`src/logic/rted_pkg.sv`:
```
// Constants and carrier types of the rate threshold event detector.
// Functional notes
// - Combine bit 0: event when any enabled comparator output is true.
// - Combine bit 1: event only when all enabled comparator outputs are true.
// - Combine bit selects AND at 1, OR at 0; resets to 0.
// - Condition met raises event and records causing axis directions in source register.
// - Reading source register clears active flag, drops pin, lets latched contents refresh.
// - Threshold is upper byte bits 14..8 (bit 7 unused) plus lower byte 7..0.
// - One threshold step is about 7.5 millidegrees per second.
// - Threshold is unsigned magnitude; comparison uses absolute sample value.
// - Axis above condition: magnitude greater than threshold.
// - Axis below condition: magnitude less than threshold.
// - Six enables gate which axis/direction comparator outputs take part.
// - Latch bit 0 (reset): event follows the condition.
// - Latch bit 1: event holds until source register is read.
// - Seven-bit duration, reset zero, sets consecutive samples needed before event.
// - Duration counts output sample periods: N counts equal N over sample rate.
// - Duration register top bit is release-wait enable, reset 0.
// - Release-wait off: event drops as soon as condition ends.
// - Release-wait on: event holds for duration further samples after condition ends.
// - Reading reference register resets high-pass filter to current rate at once.
// - Event reaches interrupt pin only when pin-one enable bit is set.
// - Pin polarity bit: 0 active high, 1 active low.
// - Path select 01 makes comparators use high-pass filtered data.
// - High-pass mode 11 resets the filter whenever the event occurs.
package rted_pkg;
  localparam int          SAMPLE_W       = 16;
  localparam int          THRESH_W       = 15;
  localparam int          DUR_W          = 7;
  localparam logic [7:0]  CFG_RESET      = 8'h00;
  localparam logic [7:0]  DUR_RESET      = 8'h00;
  localparam logic [7:0]  THR_RESET      = 8'h00;
  localparam int          CFG_COMBINE    = 7;
  localparam int          CFG_LATCH      = 6;
  localparam int          DUR_WAIT       = 7;
  localparam int          SRC_ACTIVE     = 6;
  localparam logic [1:0]  PATH_HIGHPASS  = 2'h1;
  localparam logic [1:0]  HP_AUTORESET   = 2'h3;
  // one count scale
  // Only a scale for software; the comparators work in raw counts.
  localparam int          THR_LSB_UDPS   = 7500;

  typedef struct packed {
    logic [SAMPLE_W-1:0] z;
    logic [SAMPLE_W-1:0] y;
    logic [SAMPLE_W-1:0] x;
  } rted_sample_t;

  typedef struct packed {
    logic [7:0] upper;
    logic [7:0] lower;
  } rted_thr_t;

  typedef enum logic [2:0] {
    RTED_IDLE  = 3'b001,
    RTED_ON    = 3'b010,
    RTED_HOLD  = 3'b100
  } rted_state_t;
endpackage

```
`src/logic/rted_axis_cmp.sv`:
```
// One axis comparator: magnitude of a sample against the threshold.
`timescale 1ns/1ns
`default_nettype none
module rted_axis_cmp (
  // Sample and threshold
  input  wire logic [rted_pkg::SAMPLE_W-1:0] sample_i,
  input  wire logic [rted_pkg::THRESH_W-1:0] thresh_i,
  // Comparator outputs
  output logic                               above_o,
  output logic                               below_o
);
  logic [rted_pkg::SAMPLE_W-1:0] mag;

  always_comb begin
    if (sample_i[rted_pkg::SAMPLE_W-1]) begin
      mag = (~sample_i) + 16'h0001;
    end else begin
      mag = sample_i;
    end
  end

  assign above_o = mag > {1'b0, thresh_i};
  assign below_o = mag < {1'b0, thresh_i};
endmodule
`default_nettype wire

```
`src/logic/rted_core.sv`:
```
// Rate threshold event detector: registers, qualification and pin drive.
`timescale 1ns/1ns
`default_nettype none
module rted_core (
  // Clock, reset, enable
  input  wire logic                        sys_clk_i,
  input  wire logic                        sys_rst_i,
  input  wire logic                        clk_en_i,
  // Sample stream, one strobe per output sample set
  input  wire logic                        sample_stb_i,
  input  wire rted_pkg::rted_sample_t      raw_sample_i,
  input  wire rted_pkg::rted_sample_t      hp_sample_i,
  // Control bits held outside this block
  input  wire logic                        pin_one_event_en_i,
  input  wire logic                        pin_polarity_i,
  input  wire logic [1:0]                  event_path_sel_i,
  input  wire logic [1:0]                  highpass_mode_field_i,
  input  wire logic                        ref_read_i,
  // Register port
  input  wire logic                        cfg_wr_i,
  input  wire logic                        dur_wr_i,
  input  wire logic [5:0]                  thr_wr_i,
  input  wire logic [7:0]                  wdata_i,
  input  wire logic                        src_rd_i,
  // Readback
  output logic [7:0]                       event_config_reg_o,
  output logic [7:0]                       event_min_duration_o,
  output logic [47:0]                      threshold_o,
  output logic [7:0]                       event_source_reg_o,
  // Event outputs
  output logic                             event_irq_pin_o,
  output logic                             hp_reset_o
);
  logic [7:0]               cfg, next_cfg;
  logic [7:0]               dur, next_dur;
  rted_pkg::rted_thr_t      thr [3];
  rted_pkg::rted_thr_t      next_thr [3];
  logic [7:0]               src, next_src;
  logic [6:0]               cnt, next_cnt;
  rted_pkg::rted_state_t    state, next_state;
  logic                     event_q, next_event;
  logic                     irq, next_irq;
  logic                     hprst, next_hprst;
  logic                     stb_pend, next_stb_pend;
  logic [5:0]               cmp;
  logic [5:0]               en_bits;
  logic                     any_on;
  logic                     all_on;
  logic                     cond;
  logic                     evt_raw;
  rted_pkg::rted_sample_t   smp;

  // Combine enabled comparator bits into one condition.
  function automatic logic combine(input logic [5:0] c,
                                   input logic [5:0] e,
                                   input logic       and_mode);
    logic r;
    r = 1'b0;
    if (and_mode) begin
      r = (e != 6'h00) && ((c & e) == e);
    end else begin
      r = (c & e) != 6'h00;
    end
    return r;
  endfunction

  assign smp = (event_path_sel_i == rted_pkg::PATH_HIGHPASS) ?
               hp_sample_i : raw_sample_i;

  genvar a;
  generate
    for (a = 0; a < 3; a++) begin : g_axis
      // threshold from upper bits 14..8 and lower byte
      rted_axis_cmp u_cmp (
        .sample_i (smp[a*rted_pkg::SAMPLE_W +: rted_pkg::SAMPLE_W]),
        .thresh_i ({thr[a].upper[6:0], thr[a].lower}),
        .above_o  (cmp[2*a+1]),
        .below_o  (cmp[2*a])
      );
    end
  endgenerate

  assign en_bits = cfg[5:0];
  assign any_on  = combine(cmp, en_bits, 1'b0);
  assign all_on  = combine(cmp, en_bits, 1'b1);
  // mode bit selects AND or OR
  assign cond    = cfg[rted_pkg::CFG_COMBINE] ? all_on : any_on;

  // Register writes.
  always_comb begin
    next_cfg = cfg;
    next_dur = dur;
    for (int i = 0; i < 3; i++) begin
      next_thr[i] = thr[i];
      if (thr_wr_i[2*i+1]) begin
        next_thr[i].upper = {1'b0, wdata_i[6:0]};
      end
      if (thr_wr_i[2*i]) begin
        next_thr[i].lower = wdata_i;
      end
    end
    if (cfg_wr_i) begin
      next_cfg = wdata_i;
    end
    if (dur_wr_i) begin
      next_dur = wdata_i;
    end
  end

  always_ff @(posedge sys_clk_i) begin
    if (sys_rst_i) begin
      cfg <= rted_pkg::CFG_RESET;
      dur <= rted_pkg::DUR_RESET;
      for (int i = 0; i < 3; i++) begin
        thr[i] <= {rted_pkg::THR_RESET, rted_pkg::THR_RESET};
      end
    end else if (clk_en_i) begin
      cfg <= next_cfg;
      dur <= next_dur;
      for (int i = 0; i < 3; i++) begin
        thr[i] <= next_thr[i];
      end
    end
  end

  // Qualification state machine, stepped only on sample strobes.
  always_comb begin
    next_state    = state;
    next_cnt      = cnt;
    next_event    = event_q;
    next_stb_pend = 1'b0;
    evt_raw       = 1'b0;
    if (sample_stb_i) begin
      case (state)
        rted_pkg::RTED_IDLE: begin
          // restart on early drop; zero fires at once
          if (!cond) begin
            next_cnt = 7'h00;
          end else if (cnt >= dur[6:0]) begin
            next_state = rted_pkg::RTED_ON;
            next_event = 1'b1;
            next_cnt   = 7'h00;
            evt_raw    = 1'b1;
          end else begin
            next_cnt = cnt + 7'h01;
          end
        end
        rted_pkg::RTED_ON: begin
          if (!cond) begin
            // hold for duration samples with wait
            if (dur[rted_pkg::DUR_WAIT] && dur[6:0] != 7'h00) begin
              next_state = rted_pkg::RTED_HOLD;
              next_cnt   = 7'h01;
            end else begin
              next_state = rted_pkg::RTED_IDLE;
              next_event = 1'b0;
            end
          end
        end
        rted_pkg::RTED_HOLD: begin
          if (cond) begin
            next_state = rted_pkg::RTED_ON;
            next_cnt   = 7'h00;
          end else if (cnt >= dur[6:0]) begin
            next_state = rted_pkg::RTED_IDLE;
            next_event = 1'b0;
            next_cnt   = 7'h00;
          end else begin
            next_cnt = cnt + 7'h01;
          end
        end
        default: begin
          next_state = rted_pkg::RTED_IDLE;
          next_cnt   = 7'h00;
          next_event = 1'b0;
        end
      endcase
    end
    next_stb_pend = evt_raw;
  end

  // one count per output sample period
  always_ff @(posedge sys_clk_i) begin
    if (sys_rst_i) begin
      state    <= rted_pkg::RTED_IDLE;
      cnt      <= 7'h00;
      event_q  <= 1'b0;
      stb_pend <= 1'b0;
    end else if (clk_en_i) begin
      state    <= next_state;
      cnt      <= next_cnt;
      event_q  <= next_event;
      stb_pend <= next_stb_pend;
    end
  end

  // Source register, pin and filter reset.
  always_comb begin
    next_src   = src;
    next_irq   = irq;
    next_hprst = 1'b0;
    if (src_rd_i) begin
      next_src[rted_pkg::SRC_ACTIVE] = 1'b0;
    end
    // record cause; set wins over read
    if (cfg[rted_pkg::CFG_LATCH]) begin
      if (next_event && !src[rted_pkg::SRC_ACTIVE]) begin
        next_src = {1'b0, 1'b1, cmp & en_bits};
      end else if (next_event && src_rd_i) begin
        next_src = {1'b0, 1'b1, cmp & en_bits};
      end
    end else begin
      next_src = {1'b0, next_event, cmp & en_bits};
      if (src_rd_i && !next_event) begin
        next_src[rted_pkg::SRC_ACTIVE] = 1'b0;
      end
    end
    next_irq = (pin_one_event_en_i & next_src[rted_pkg::SRC_ACTIVE]) ^
               pin_polarity_i;
    next_hprst = ref_read_i ||
                 (stb_pend && highpass_mode_field_i == rted_pkg::HP_AUTORESET);
  end

  always_ff @(posedge sys_clk_i) begin
    if (sys_rst_i) begin
      src   <= 8'h00;
      irq   <= 1'b0;
      hprst <= 1'b0;
    end else if (clk_en_i) begin
      src   <= next_src;
      irq   <= next_irq;
      hprst <= next_hprst;
    end
  end

  assign event_config_reg_o   = cfg;
  assign event_min_duration_o = dur;
  assign threshold_o          = {thr[2], thr[1], thr[0]};
  assign event_source_reg_o   = src;
  assign event_irq_pin_o      = irq;
  assign hp_reset_o           = hprst;

  reset_values_a: assert property (
    @(posedge sys_clk_i) $fell(sys_rst_i) |->
      !dur[rted_pkg::DUR_WAIT] && !cfg[rted_pkg::CFG_COMBINE])
    else $error("Config not cleared by reset.");
  or_mode_a: assert property (
    @(posedge sys_clk_i) disable iff (sys_rst_i)
    clk_en_i && sample_stb_i && state == rted_pkg::RTED_IDLE &&
      dur[6:0] == 7'h00 && !cfg[rted_pkg::CFG_COMBINE] &&
      ((cmp & en_bits) != 6'h00) |=> event_q)
    else $error("OR combination missed an event.");
  and_mode_a: assert property (
    @(posedge sys_clk_i) disable iff (sys_rst_i)
    clk_en_i && sample_stb_i && state == rted_pkg::RTED_IDLE &&
      cfg[rted_pkg::CFG_COMBINE] && ((cmp & en_bits) != en_bits) |=>
      !event_q)
    else $error("AND combination fired early.");
  no_wait_drop_a: assert property (
    @(posedge sys_clk_i) disable iff (sys_rst_i)
    clk_en_i && sample_stb_i && state == rted_pkg::RTED_ON && !cond &&
      !dur[rted_pkg::DUR_WAIT] |=> !event_q)
    else $error("Event held without release wait.");
  wait_hold_a: assert property (
    @(posedge sys_clk_i) disable iff (sys_rst_i)
    clk_en_i && sample_stb_i && state == rted_pkg::RTED_ON && !cond &&
      dur[rted_pkg::DUR_WAIT] && dur[6:0] > 7'h01 |=> event_q)
    else $error("Release wait not honoured.");
  no_step_a: assert property (
    @(posedge sys_clk_i) disable iff (sys_rst_i)
    !sample_stb_i || !clk_en_i |=> $stable(cnt) && $stable(state))
    else $error("Counter moved without a sample.");
  pin_gate_a: assert property (
    @(posedge sys_clk_i) disable iff (sys_rst_i)
    clk_en_i && !pin_one_event_en_i |=> irq == $past(pin_polarity_i))
    else $error("Pin active while disabled.");
  latch_hold_a: assert property (
    @(posedge sys_clk_i) disable iff (sys_rst_i)
    clk_en_i && cfg[rted_pkg::CFG_LATCH] && src[rted_pkg::SRC_ACTIVE] &&
      !src_rd_i && !cfg_wr_i |=> src[rted_pkg::SRC_ACTIVE])
    else $error("Latched flag dropped without read.");
  ref_reset_a: assert property (
    @(posedge sys_clk_i) disable iff (sys_rst_i)
    clk_en_i && ref_read_i |=> hprst)
    else $error("Reference read did not reset filter.");
  cover_event_c: cover property (@(posedge sys_clk_i) $rose(event_q));
  cover_hold_c: cover property (@(posedge sys_clk_i)
    state == rted_pkg::RTED_HOLD);
  cover_read_c: cover property (@(posedge sys_clk_i)
    src_rd_i && src[rted_pkg::SRC_ACTIVE]);
  cover_auto_c: cover property (@(posedge sys_clk_i) hprst && !ref_read_i);
endmodule
`default_nettype wire

```
`config.mk`:
```
export PLATFORM = sky130hd
export DESIGN_NAME = rted_core
export DESIGN_NICKNAME = d
export VERILOG_FILES = /design/src/logic/rted_pkg.sv /design/src/logic/rted_axis_cmp.sv /design/src/logic/rted_core.sv
export SDC_FILE = /design/constraint.sdc
export NUM_CORES = 1
export LEC_CHECK = 0
export ABC_AREA = 1
export BUFFER_PORTS_ARGS = -buffer_cell sky130_fd_sc_hd__clkbuf_2
export CELL_PAD_IN_SITES_DETAIL_PLACEMENT = 1
export CELL_PAD_IN_SITES_GLOBAL_PLACEMENT = 1
export CORE_ASPECT_RATIO = 0.75
export CORE_MARGIN = 5
export CORE_UTILIZATION = 40
export CTS_CLUSTER_SIZE = 20
export DETAILED_ROUTE_END_ITERATION = 6
export PLACE_DENSITY_LB_ADDON = 0.25
export SYNTH_ARGS = -nofsm -noshare
export SYNTH_HDL_FRONTEND = slang
export SYNTH_HIERARCHICAL = 1
export SYNTH_SLANG_ARGS = --single-unit
```
`constraint.sdc`:
```
create_clock -name sys_clk_i -period 9.1 [get_ports sys_clk_i]
set_input_delay 1.365 -clock sys_clk_i [delete_from_list [all_inputs] [get_ports sys_clk_i]]
set_output_delay 1.365 -clock sys_clk_i [all_outputs]
set_load 0.005 [all_outputs]
```
# After elaboration in Yosys (flattened, before gate mapping)
# Memory sizes are Yosys's and may differ from the RTL's.
# Index checks and enable logic that the tools add are counted.
# op_classes
n_eq_ne	12
magnitude_cmp	7
muxes	49
bitwise	9
reduce_logical	17
n_addsub	4
# ops
op	n
16-bit two-way mux	6
8-bit two-way mux	9
16-bit by 1-bit adder with 16-bit output (second input constant)	3
16-bit by 15-bit greater-than comparator with 1-bit output	3
16-bit by 15-bit < comparator with 1-bit output	3
48-bit two-way mux	1
16-bit NOT	3
7-bit two-way mux	5
7-bit case mux with 3 select lines	1
1-bit two-way mux	19
3-bit two-way mux	6
6-bit nonzero test	2
3-bit case mux with 3 select lines	1
2-bit != test (second input constant)	4
7-bit by 1-bit adder with 7-bit output (second input constant)	1
7-bit >= comparator	1
7-bit nonzero test	1
6-bit bitwise AND	1
6-bit equality test	1
1-bit logical AND	6
2-bit AND reduction	3
6-bit AND reduction	1
4-bit AND reduction	1
3-bit by 1-bit equality test with 1-bit output (second input constant)	1
other kinds (12)	15
# word_totals
out_inout_bits	74
ram_bits	48
memories	1
wordCells	109
inputBits	124
register_bits	38
# mem_list
memory	depth	width	rd	rd_clocked_by_memory_dff	wr	line	source
thr	3	16	3	0	3	rted_core.sv:36	rted_pkg::rted_thr_t thr [3];

# Longest topological paths before layout
# depth
depth_word	19
ltp_mapped	35
depth_no_buf	32

# Modules after synthesis
# The synthesis kept the hierarchy.
# modules_own_cells
mod	seq_area_each_um2	area_per_inst_um2	cells_per_inst	n_inst
rted_core	2092.0	4073.9	430	1
rted_axis_cmp	0.0	783.3	130	3

# Least setup slack after synthesis
# Ideal clock, no wire load.
# synth_timing
path_type	in2reg
startpoint	input event_path_sel_i[1]
endpoint	register src[0] (netlist: event_source_reg_o[0])
setup_time_ps	114
required_time_ps	8986
n_path_buf	3
slack_ps	3876
cell_stages	33
arrival_time_ps	5110
path_cell_list	inv_1 -> nand2_1 -> buf_2 -> buf_1 -> mux2_2 -> inv_1 -> ha_1 -> inv_1 -> nor2_1 -> nand4_1 -> nand2_1 -> nand2_1 -> xor2_1 -> ha_1 -> a21o_1 -> a21oi_1 -> nand2_1 -> nor2_1 -> and2_1 -> inv_1 -> nand2_1 -> nand2_1 -> nor2_2 -> nand3_2 -> nand2_4 -> nand3_2 -> a21oi_2 -> nand2_2 -> nand3_2 -> nand3_2 -> buf_6 -> a21oi_1 -> nor2_1
# synth_lines
element	line	source
from (decl)	rted_core.sv:16	input wire logic [1:0] event_path_sel_i,
to (signal assigned)	rted_core.sv:230	src <= next_src;
to (decl)	rted_core.sv:38	logic [7:0] src, next_src;

==> metrics.cfg <==
[outcome]
status = completed

[clock_tree]
post_cts_resized = 0
clk_latency_ps = 340
cts_tree = done
cts_hold_buffers = 0
clockBufferDepth = 2
cts_setup_buffers = 0
cts_num_sinks = 82
path_clk_slew_ps = 70
cts_buffers = 9
cts.htree.levels = 3
clock_tree.root_cell = clkbuf_16

[synthesis]
yosysWarnings = 6
syn_inst = 820
synth_edf_count = 45
postSynthAreaPerCell_um2 = 7.83
synth_area_leaders = edfxtp_1, dfxtp_1, ha_1
synthFlopType = edfxtp_1
synth_top_area_cell = edfxtp_1
yosys_register_bits = 82
synth_top_cell_area_share = 0.210
async_flop_share = 0
synthesis.area_um2 = 6420
seq_area_frac_synth = 0.326
ys_types = 44

[pwr]
ir_drop_mv = 0.0823
powerDensity_nw_per_um2 = 148
power.static_leakage_nw = 4.02

[global_routing]
grtUsageMet2 = 0.342
grt_busiest_layer = met2
grt_usage = 0.204
grt_pass1_wl_um = 31000
grt_start_max_net_pins = 49
grt_pass1_vias = 6106
met3_usage = 0.0368
met1_usage = 0.279
grt-ovfl-total = 0
antenna_found_initial = 0

[setup_path]
path_buf_inv = 5
cp_slowest_stage_delay_ps = 480
r2r-end = event_source_reg_o[2]$_SDFFE_PP0P_
worst_setup_path_start_kind = primary input
crit_path_end_kind = flop
critPathTopFamily = simple AND/OR/NAND/NOR gates
r2r_cells = 21
crit_path_max_fanout = 48
startpoint = event_path_sel_i[0]
required_ps = 9330
slowest_stage = buf_4
cpMostUsedCell = nand2_1
r2r_slack_ps = 6020
critPathKind = in2reg
crit_arrival_ps = 5940
reg2reg_from = thr[0][23]$_SDFFCE_PN0P_

[drt]
wl_per_cell_um = 15.8
first_pass_iters = 4
vias_per_cell = 4.85
wl_um = 19400
ant_nets = 0
drc_errors = 0
drtIter0Drc = 240
vias = 5936

[finish]
drive_gt1_frac = 0.301
fin_nets = 1190
diodes = 0
layout.cells.non_filler = 1225
fillerInstances = 2075
area_growth_pct = 22.3

[floorplanning]
fp.dieW_um = 156
dieHeight_um = 120
num_rows = 40
fp.coreArea_um2 = 15900
initial_core_util = 0.405
die_area_um2 = 18700
io_pins = 198

[placed_design]
io_buffers = 193
dp_hpwl_um = 16200
place_inst = 1209
gp_congestion = 0.866

[timing]
tightest_slew_ps = 743
finalHoldViolCount = 0
period_needed_ps = 5710
relSlewSlack = 0.503
rsz0062_at_grt = no
setup_viol = 0
fmax_mhz = 175
skew_ps = 8.67
period_share = 0.628
finalSetupTns_ps = 0
slew_viol_final = 0

[min_path]
hp-start = stb_pend$_SDFFE_PP0P_
worstHoldPathCells = 2
holdCritPathClass = reg2reg
hold_end = stb_pend$_SDFFE_PP0P_

[job]
cap_violations = 0

through the flow:
stage	util	instance area (um^2)	worst slack, ps	hold WS [ps]	power, mW
4_1_cts	0.495	7860	3380	494	1.18
3_5_place_dp	0.477	7570	3060	486	0.823
5_1_grt	0.495	7860	2990	503	1.24
3_3_place_gp	0.477	7570	3290	461	0.811
6_report	0.495	7860	3390	494	1.16
2_1_floorplan	-	6430	3880	443	0.694
worst register-to-register path, delay by kind of cell (launching register included):
kind | cells | cell delay [ps]
and+or+nand+nor | 16 | 1620
adders and majority gates | 1 | 290
buffers and inverters | 2 | 160
DFF | 1 | 390
AOI/OAI and AO/OA | 2 | 540
how the worst max path moves through the flow:
stage,depth (start not counted),slack [ps],to
final,31,3390,event_source_reg_o[2]$_SDFFE_PP0P_
after global routing,33,2990,event_source_reg_o[4]$_SDFFE_PP0P_
after CTS,31,3380,event_source_reg_o[2]$_SDFFE_PP0P_
after detailed placement,31,3060,event_source_reg_o[3]$_SDFFE_PP0P_
after global placement,31,3290,event_source_reg_o[0]$_SDFFE_PP0P_
after floorplan,33,3880,event_source_reg_o[0]$_SDFFE_PP0P_
cell usage in the layout (no fill, tap or decap), drive strengths merged, types with 5 or more instances in the layout:
| cell type | netlist | final |
|---|---|---|
| nand2 | 173 | 173 |
| inv | 154 | 159 |
| clkbuf | 6 | 202 |
| dfxtp | 37 | 37 |
| or2 | 5 | 5 |
| o21ai | 36 | 36 |
| nor2 | 69 | 69 |
| nor3 | 5 | 5 |
| xor2 | 31 | 31 |
| xnor2 | 6 | 6 |
| mux2 | 48 | 48 |
| a21oi | 61 | 61 |
| edfxtp | 45 | 45 |
| a21o | 6 | 6 |
| nand3 | 35 | 35 |
| ha | 56 | 56 |
| nand4 | 12 | 12 |
sequential cells by signal, indices dropped and copies added (netlist names):
name,count
event_min_duration_o,8
event_config_reg_o,8
cnt,7
hp_reset_o,1
thr,45
state,3
event_irq_pin_o,1
event_source_reg_o,7
event_q,1
stb_pend,1
layout make-up:
cell class                 instances  area [um^2]  area share
tap                              210          263      0.0335
sequential                        82         2090       0.266
timing repair buffer             195          981       0.125
inverter                         155          582      0.0741
multi-input combinational        567         3660       0.465
clock inverter                     7         56.3     0.00717
clock buffer                       9          225      0.0287
cell families after synthesis:
family          count (synthesis)  synth area share
simple gates                  308             0.223
buf+inv                       174             0.107
compound gates                114             0.100
flops                          82             0.326
fa+ha+maj                      56             0.109
mux                            48            0.0841
xor+xnor                       37            0.0504
other cells                     1          0.000584
layer usage:
metal,up-vias,wire length [um]
li1,3032,-
met1,2759,9280
met2,138,8830
met3,7,1160
met4,0,97
met5,-,0
Yosys cell counts, drive strengths merged (3+ instances only):
cell    instances
nand2         173
inv           154
nor2           69
a21oi          61
ha             56
mux2           48
edfxtp         45
dfxtp          37
o21ai          36
nand3          35
xor2           31
buf            13
nand4          12
a21o            6
clkbuf          6
xnor2           6
nor3            5
or2             5
a31oi           4
nand3b          4
and2            3
o31ai           3
power breakdown:
| group | leakage [nW] | total [mW] | switching, mW | internal [mW] |
|---|---|---|---|---|
| sequential | 0.760 | 0.445 | 0.0239 | 0.422 |
| combinational | 3.12 | 0.369 | 0.215 | 0.154 |
| clock | 0.138 | 0.350 | 0.161 | 0.189 |
| total | 4.02 | 1.16 | 0.400 | 0.765 |
Power figures use the tool's default switching activity.
